--- src/core/iopd_pkg.sv ---
// package for the i/o port decode and acknowledge block
// assumes an 8-bit port address and a 100 MHz core clock
package iopd_pkg;
  // ----------------------------------------------------------------
  // port addresses
  // ----------------------------------------------------------------
  localparam logic [7:0] PORT_CNT_BASE  = 8'h00_F0; // counter chip base, f0..f3
  localparam logic [7:0] PORT_SER_BASE  = 8'h00_F4; // serial channels, f4..f7
  localparam logic [7:0] PORT_PAR_BASE  = 8'h00_F8; // parallel subsystem, f8/f9
  localparam logic [7:0] PORT_LINT_BASE = 8'h00_FA; // local interrupt ctrl, fa/fb
  localparam logic [7:0] PORT_SINT_BASE = 8'h00_FC; // system interrupt ctrl, fc/fd
  localparam logic [7:0] PORT_RSVD_FE   = 8'h00_FE; // reserved, selects nothing
  localparam logic [7:0] PORT_ROM_LATCH = 8'h00_FF; // rom segment enable latch
  localparam logic [7:0] PORT_IOC_BASE  = 8'h00_C0; // i/o controller, c0..c3
  localparam logic [7:0] PORT_RSVD_C4   = 8'h00_C4; // reserved external, c4/c5
  // masks that drop low address bits from a port group compare
  localparam logic [7:0] MASK_PAIR      = 8'h00_FE;
  localparam logic [7:0] MASK_QUAD      = 8'h00_FC;
  localparam logic [7:0] MASK_OCT       = 8'h00_F8;
  // group of counter plus serial ports, f0..f7
  localparam logic [7:0] PORT_GRP_BASE  = 8'h00_F0;
  // ----------------------------------------------------------------
  // register reset value and timing
  // ----------------------------------------------------------------
  localparam logic [7:0] ROM_LATCH_RST  = 8'h00_00; // latch reset value
  localparam int         ACK_TIME_NS    = 1600;     // 1.6 us acknowledge time
  localparam int         CLK_PERIOD_NS  = 10;       // 100 MHz core clock
  localparam int         ACK_CYCLES_I   = (ACK_TIME_NS + CLK_PERIOD_NS - 1) / CLK_PERIOD_NS;
  localparam logic [7:0] ACK_CYCLES     = ACK_CYCLES_I[7:0]; // 160 cycles
  localparam logic [7:0] ACK_ONE        = 8'h00_01;
  // ----------------------------------------------------------------
  // acknowledge timer states
  // ----------------------------------------------------------------
  typedef enum logic [2:0] {
    ACK_IDLE = 3'b001, // no local cycle
    ACK_RUN  = 3'b010, // counting toward ready
    ACK_DONE = 3'b100  // ready held until command ends
  } iopd_ack_state_t;
endpackage

--- src/core/iopd_sel_if.sv ---
// decoded selects passed from the decoder to the top module
// assumes active low selects as produced by the decoder
`timescale 1ns/100ps
`default_nettype none
interface iopd_sel_if;
  logic cnt_grp_n;          // counter/serial group, f0..f7
  logic lint_n;             // local interrupt controller
  logic sint_n;             // system interrupt controller
  logic par_n;              // parallel subsystem
  logic ioc_n;              // i/o controller
  logic rom_n;              // rom latch
  logic ext_n;              // external driver enable
  logic int_en_n;           // local transceiver enable
  logic local_n;            // common local select
  modport dec (output cnt_grp_n, lint_n, sint_n, par_n, ioc_n, rom_n, ext_n, int_en_n, local_n);
  modport top (input  cnt_grp_n, lint_n, sint_n, par_n, ioc_n, rom_n, ext_n, int_en_n, local_n);
endinterface
`default_nettype wire

--- src/core/iopd_port_decoder.sv ---
// combinational port address decoder
// assumes address stable for the whole command
`timescale 1ns/100ps
`default_nettype none
module iopd_port_decoder (
  input  wire logic [7:0] port_addr,
  iopd_sel_if.dec         sel
);
  // ----------------------------------------------------------------
  // address compare, address only, no command
  // ----------------------------------------------------------------
  always_comb
  begin
    sel.cnt_grp_n = !((port_addr & iopd_pkg::MASK_OCT) == iopd_pkg::PORT_GRP_BASE);
    sel.lint_n    = !((port_addr & iopd_pkg::MASK_PAIR) == iopd_pkg::PORT_LINT_BASE);
    sel.sint_n    = !((port_addr & iopd_pkg::MASK_PAIR) == iopd_pkg::PORT_SINT_BASE);
    sel.par_n     = !((port_addr & iopd_pkg::MASK_PAIR) == iopd_pkg::PORT_PAR_BASE);
    sel.ioc_n     = !((port_addr & iopd_pkg::MASK_QUAD) == iopd_pkg::PORT_IOC_BASE);
    sel.rom_n     = !(port_addr == iopd_pkg::PORT_ROM_LATCH);
    // external drivers also cover reserved c4/c5
    sel.ext_n     = sel.par_n && sel.ioc_n
                    && !((port_addr & iopd_pkg::MASK_PAIR) == iopd_pkg::PORT_RSVD_C4);
    // transceiver serves the counter/serial group and the local controller, not the system controller or rom latch
    sel.int_en_n  = sel.cnt_grp_n && sel.lint_n;
    // fe is the only f-range port outside local select
    sel.local_n   = sel.cnt_grp_n && sel.lint_n && sel.sint_n && sel.rom_n && sel.ext_n;
  end
endmodule
`default_nettype wire

--- src/core/iopd_top.sv ---
// i/o port decode, strobe and local acknowledge logic
// assumes processor holds address and command until ready
`timescale 1ns/100ps
`default_nettype none
module iopd_top (
  input  wire logic       core_clk,
  input  wire logic       rst,
  input  wire logic [7:0] port_addr,               // full port address
  input  wire logic       io_read_cmd_n,           // i/o read command
  input  wire logic       io_write_cmd_n,          // i/o write command
  input  wire logic [7:0] cpu_data_in,             // processor data for latch load
  output logic            port_addr_bit0,          // command/data qualifier to chips
  output logic            port_addr_bit1_n,        // serial channel / counter select
  output logic            port_addr_bit2_n,        // group split, buffered
  output logic            counter_rd_n,            // counter chip read strobe
  output logic            counter_wr_n,            // counter chip write strobe
  output logic            serial_read_strobe_n,    // shared serial read
  output logic            serial_write_strobe_n,   // shared serial write
  output logic            serial0_sel_n,           // channel 0 chip select
  output logic            serial1_sel_n,           // channel 1 chip select
  output logic            first_intc_sel_n,        // local interrupt controller
  output logic            second_intc_sel_n,       // system interrupt controller
  output logic            parallel_sub_sel_n,      // parallel subsystem select
  output logic            io_ctrl_sel_n,           // i/o controller select
  output logic            ext_drv_en_n,            // external driver enable
  output logic            ext_drv_dir_in,          // external drivers toward cpu
  output logic            local_xcvr_en_n,         // local transceiver enable
  output logic            local_xcvr_dir_in,       // local transceiver toward cpu
  output logic            local_io_sel_n,          // common local select
  output logic            local_ready,             // ready to processor
  output logic [7:0]      rom_segment_enable_latch // rom enable latch value
);
  // ----------------------------------------------------------------
  // decode
  // ----------------------------------------------------------------
  // decode is purely combinational; every output below is registered
  iopd_sel_if sel ();               // decoded selects
  iopd_port_decoder u_dec (
    .port_addr (port_addr),
    .sel       (sel)
  );

  logic rd_c;                        // read command active
  logic wr_c;                        // write command active
  logic cmd_c;                       // any command active
  logic ser_c;                       // serial half of group
  logic cnt_c;                       // counter half of group
  // commands gate strobes, enables and the timer; they never reach the address decode
  assign rd_c  = !io_read_cmd_n;
  assign wr_c  = !io_write_cmd_n;
  assign cmd_c = rd_c || wr_c;
  // bit two splits counter (f0-f3) from serial (f4-f7)
  assign ser_c = !sel.cnt_grp_n && port_addr[2];
  assign cnt_c = !sel.cnt_grp_n && !port_addr[2];

  // ----------------------------------------------------------------
  // acknowledge timer
  // ----------------------------------------------------------------
  iopd_pkg::iopd_ack_state_t ack_q;   // timer state
  logic [7:0]               cnt_q;   // cycles since start
  // cnt_q counts the edges at which the command was seen; the compare
  // sits one below the target so ready lands on the target edge
  // the timer restarts only once the command drops, so a held
  // command cannot produce a second ready pulse in one cycle
  always_ff @(posedge core_clk)
  begin
    if (rst)
    begin
      ack_q <= iopd_pkg::ACK_IDLE;
      cnt_q <= '0;
    end
    else
    begin
      case (ack_q)
        iopd_pkg::ACK_IDLE:
        begin
          cnt_q <= iopd_pkg::ACK_ONE;
          // start only on a local cycle with a command
          if (cmd_c && !sel.local_n)
            ack_q <= iopd_pkg::ACK_RUN;
        end
        iopd_pkg::ACK_RUN:
        begin
          if (!cmd_c)
            ack_q <= iopd_pkg::ACK_IDLE;                 // aborted cycle
          else if (cnt_q >= iopd_pkg::ACK_CYCLES - iopd_pkg::ACK_ONE)
            ack_q <= iopd_pkg::ACK_DONE;
          else
            cnt_q <= cnt_q + iopd_pkg::ACK_ONE;
        end
        iopd_pkg::ACK_DONE:
        begin
          // relies on master holding command until ready
          if (!cmd_c)
            ack_q <= iopd_pkg::ACK_IDLE;
        end
        default:
          ack_q <= iopd_pkg::ACK_IDLE;
      endcase
    end
  end

  // ready registered: high while done and command held
  always_ff @(posedge core_clk)
  begin
    if (rst)
      local_ready <= 1'b0;
    else
      local_ready <= (ack_q == iopd_pkg::ACK_RUN) && cmd_c
                     && (cnt_q >= iopd_pkg::ACK_CYCLES - iopd_pkg::ACK_ONE)
                     || (ack_q == iopd_pkg::ACK_DONE) && cmd_c;
  end

  // ----------------------------------------------------------------
  // selects, address and data path, registered
  // ----------------------------------------------------------------
  // address-only selects, one cycle behind the address
  always_ff @(posedge core_clk)
  begin
    if (rst)
    begin
      port_addr_bit0     <= 1'b0;
      port_addr_bit1_n   <= 1'b1;
      port_addr_bit2_n   <= 1'b1;
      serial0_sel_n      <= 1'b1;
      serial1_sel_n      <= 1'b1;
      first_intc_sel_n   <= 1'b1;
      second_intc_sel_n  <= 1'b1;
      parallel_sub_sel_n <= 1'b1;
      io_ctrl_sel_n      <= 1'b1;
      local_io_sel_n     <= 1'b1;
    end
    else
    begin
      port_addr_bit0     <= port_addr[0];
      port_addr_bit1_n   <= !port_addr[1];
      port_addr_bit2_n   <= !port_addr[2];
      serial0_sel_n      <= !(ser_c && !port_addr[1]);
      serial1_sel_n      <= !(ser_c && port_addr[1]);
      first_intc_sel_n   <= sel.lint_n;
      second_intc_sel_n  <= sel.sint_n;
      parallel_sub_sel_n <= sel.par_n;
      io_ctrl_sel_n      <= sel.ioc_n;
      local_io_sel_n     <= sel.local_n;
    end
  end

  // strobes: commands only give direction to the selected chip
  always_ff @(posedge core_clk)
  begin
    if (rst)
    begin
      counter_rd_n          <= 1'b1;
      counter_wr_n          <= 1'b1;
      serial_read_strobe_n  <= 1'b1;
      serial_write_strobe_n <= 1'b1;
    end
    else
    begin
      counter_rd_n          <= !(cnt_c && rd_c);
      counter_wr_n          <= !(cnt_c && wr_c);
      serial_read_strobe_n  <= !(ser_c && rd_c);
      serial_write_strobe_n <= !(ser_c && wr_c);
    end
  end

  // data path enables open only during a command
  // external direction follows the read command alone, whatever the port
  always_ff @(posedge core_clk)
  begin
    if (rst)
    begin
      local_xcvr_en_n   <= 1'b1;
      local_xcvr_dir_in <= 1'b0;
      ext_drv_en_n      <= 1'b1;
      ext_drv_dir_in    <= 1'b0;
    end
    else
    begin
      local_xcvr_en_n   <= !(cmd_c && !sel.int_en_n);
      local_xcvr_dir_in <= rd_c && !sel.int_en_n;
      ext_drv_en_n      <= !(cmd_c && !sel.ext_n);
      ext_drv_dir_in    <= rd_c;
    end
  end

  // ----------------------------------------------------------------
  // rom enable latch, write only
  // ----------------------------------------------------------------
  // a reset while a write is still held reloads the latch one edge later
  // loaded on the first cycle of a write; a held write reloads
  // the same byte, which is harmless
  always_ff @(posedge core_clk)
  begin
    if (rst)
      rom_segment_enable_latch <= iopd_pkg::ROM_LATCH_RST;
    else if (wr_c && !sel.rom_n)
      rom_segment_enable_latch <= cpu_data_in;
  end
endmodule
`default_nettype wire

--- config.mk ---
export PLATFORM = sky130hd
export DESIGN_NAME = iopd_top
export DESIGN_NICKNAME = d
export VERILOG_FILES = /design/src/core/iopd_pkg.sv /design/src/core/iopd_sel_if.sv /design/src/core/iopd_port_decoder.sv /design/src/core/iopd_top.sv
export SDC_FILE = /design/constraint.sdc
export NUM_CORES = 1
export LEC_CHECK = 0
export ABC_AREA = 1
export BUFFER_PORTS_ARGS = -buffer_cell sky130_fd_sc_hd__buf_4
export CAP_MARGIN = 20
export CORE_ASPECT_RATIO = 1.2
export CORE_UTILIZATION = 53
export CTS_CLUSTER_DIAMETER = 150
export DETAILED_ROUTE_END_ITERATION = 10
export PLACE_DENSITY = 0.82
export SETUP_SLACK_MARGIN = 0.1
export SLEW_MARGIN = 40
export SYNTH_ARGS = -nofsm -noshare
export SYNTH_HDL_FRONTEND = slang
export SYNTH_SLANG_ARGS = --single-unit
--- constraint.sdc ---
create_clock -name core_clk -period 4.5 [get_ports core_clk]
set_clock_uncertainty 0.1 [all_clocks]
set_input_delay 0.45 -clock core_clk [delete_from_list [all_inputs] [get_ports core_clk]]
set_output_delay 0.45 -clock core_clk [all_outputs]
set_load 0.01 [all_outputs]
==> flow_metrics.py <==
metrics = {
    "outcome": {
        "status": "finished clean",
    },
    "sta": {
        "setup-violations-final": 0,
        "fin_setup_tns_ns": 0,
        "relSlewSlack_pct": 64.4,
        "finalCritPeriodShare_pct": 37.8,
        "rsz0062_at_grt": "false",
        "fmax_ghz": 0.588,
        "fin_crit_ns": 1.70,
        "holdWs_ns": 0.185,
        "worstMarginPinSlew_ns": 0.532,
        "hold_viol_final": 0,
        "slew_viol_final": 0,
    },
    "logic_synthesis": {
        "synthesis.instances": 198,
        "synth_warnings": 0,
        "ys_seq_elements": 38,
        "synthArstFlopShare_pct": 0,
        "synth_edf_count": 0,
        "synth_ff_type": "dfxtp_1",
        "ys_seq_area_share_pct": 50.0,
        "synth_nets": 219,
        "syn_avg_cell_area_um2": 7.68,
        "synth_area_mm2": 0.00152,
        "synth_cell_type_count": 27,
    },
    "clocking": {
        "htree_levels": 2,
        "cts_setup_buffers": 0,
        "root_buffer": "clkbuf_4",
        "cts_buffers": 5,
        "cts_resized": 0,
        "insertion_delay_ns": 0.34,
        "clockBufferDepth": 2,
        "hold_buffers": 0,
        "path_clk_slew_ns": 0.11,
        "cts_tree": "done",
        "clock-sinks": 38,
    },
    "global_routing": {
        "grt_overflow": 0,
        "grt_max_degree": 19,
        "grt_pass1_vias": 1269,
        "grt_pass1_wl_mm": 5.31,
        "grtUsageTotal_pct": 23.4,
        "antenna_found_initial": 0,
    },
    "route": {
        "wl_per_cell_um": 11.3,
        "ant_nets": 0,
        "wl_mm": 3.18,
        "via_per_inst": 5.06,
        "firstDrtPassIters": 4,
        "drc": 0,
        "drtIter0Drc": 32,
        "vias": 1422,
    },
    "power_and_ir_drop": {
        "power_density_mw_per_mm2": 315,
        "ir_worst_vdd_v": 0.000258,
        "leakagePower_uw": 0.000878,
    },
    "finish": {
        "n_antenna_cell": 0,
        "area_delta_synth_final_pct": 29.0,
        "fill_cells": 205,
        "multiInputGateArea_um2": 626,
        "top_regs": "cnt_q x8, rom_segment_enable_latch x8, ack_q x3",
        "drive_above_1_share_pct": 27.0,
        "seq_area_um2": 761,
        "nets": 268,
    },
    "setup_path": {
        "path_delay_family": "simple AND/OR/NAND/NOR gates",
        "worstPathCellList": "ha_1 -> nand2_1 -> o21ai_1 -> nand2_1 -> inv_1 -> nand2_2 -> nand2_4 -> nor2_1 -> a21oi_1 -> nor2_1",
        "rrSetupSlack_ns": 2.80,
        "worstPathMaxFanout": 9,
        "max_stage_delay_ns": 0.39,
        "worst-path-buf-inv": 1,
        "end_kind": "flop",
        "critPathArrivalTime_ns": 1.83,
        "critPathKind": "flop to flop",
        "crit_slowest_cell": "dfxtp_1",
        "start_kind": "flop",
        "critPathRequiredTime_ns": 4.63,
    },
    "floorplan": {
        "pin_count": 47,
        "rows": 20,
        "die_h_um": 60.7,
        "start_util_pct": 57.9,
        "die_area_mm2": 0.00309,
        "die_width_um": 50.9,
        "coreArea_mm2": 0.00263,
    },
    "run": {
        "maxCapViolations": 0,
    },
    "min_path": {
        "hp-class": "primary input to flop",
    },
    "placement": {
        "place_hpwl_mm": 2.32,
        "portBuffers": 46,
        "gp_routability_congestion": 0.760,
    },
}
==> logic make-up after synthesis <==
kind of cell	count (synthesis)	share of synthesized area, %
AO/OA/AOI/OAI	32	11.5
buffers and inverters	34	8.88
XOR/XNOR	1	0.576
flip-flops	38	50.0
AND/OR/NAND/NOR	92	28.2
adder cells (fa/ha/maj)	1	0.822
==> area by class of cell <==
cell class	count	share of cell area [%]
flip-flops and latches	38	38.8
clock inverters	3	2.04
multi-input cells	126	31.9
well taps	33	2.10
repair buffers	46	17.6
inverters	30	5.74
clock buffers	5	1.91
==> power by group <==
part | internal [µW] | switching (µW)
Combinational | 21.9 | 29.0
Clock | 115 | 108
Sequential | 341 | 2.10
Total | 478 | 140
==> through the flow <==
| stage | setup slack, ns | area [µm²] | power [µW] | util (%) | std cells |
|---|---|---|---|---|---|
| floorplan | 2.97 | 1520 | 379 | - | 198 |
| global placement | 2.59 | 1890 | 401 | 71.8 | 273 |
| detailed placement | 2.58 | 1890 | 401 | 71.8 | 273 |
| CTS | 2.80 | 1960 | 622 | 74.7 | 281 |
| global route | 2.65 | 1960 | 648 | 74.7 | 281 |
| finish | 2.80 | 1960 | 618 | 74.7 | 281 |
==> worst paths after layout <==
| kind | from | endpoint | cells past startpoint |
|---|---|---|---|
| hold reg to reg | rom_segment_enable_latch[0] | rom_segment_enable_latch[0] | 2 |
| setup reg to reg | cnt_q[0] | cnt_q[5] | 10 |
| hold / removal | io_read_cmd_n | ext_drv_dir_in | 2 |
| setup / recovery | cnt_q[0] | cnt_q[5] | 10 |
==> cell usage after synthesis (2+ instances only) <==
master / instances / area, µm²
a21oi_1: 17 / 85.1
nor3_1: 2 / 10.0
nand4_1: 8 / 50.1
inv_2: 2 / 7.51
o21ai_0: 6 / 30.0
o21ai_1: 4 / 20.0
nor2_2: 2 / 12.5
nor2_1: 25 / 93.8
nand3_1: 16 / 80.1
clkbuf_1: 3 / 11.3
or2_1: 2 / 12.5
nand2_2: 2 / 12.5
inv_1: 28 / 105
dfxtp_1: 38 / 761
nand2_1: 30 / 113
or2_2: 2 / 12.5
==> metal layers <==
layer	track usage (%)	vias to the layer above	wire [µm]
met5	0	-	0
met1	25.5	624	1310
met4	12.3	0	30
met3	6.77	4	229
li1	-	739	-
met2	41.4	55	1610
==> cell usage in the layout (no fill, tap or decap), types with 4 or more instances in the layout <==
| cell | instances |
|---|---|
| nand3_1 | 16 |
| o21ai_0 | 6 |
| nor2_1 | 25 |
| nand2_1 | 30 |
| dfxtp_1 | 38 |
| a21oi_1 | 17 |
| clkbuf_4 | 5 |
| buf_4 | 46 |
| inv_1 | 28 |
| o21ai_1 | 4 |
| nand4_1 | 8 |
(Power assumes the default switching activity.)
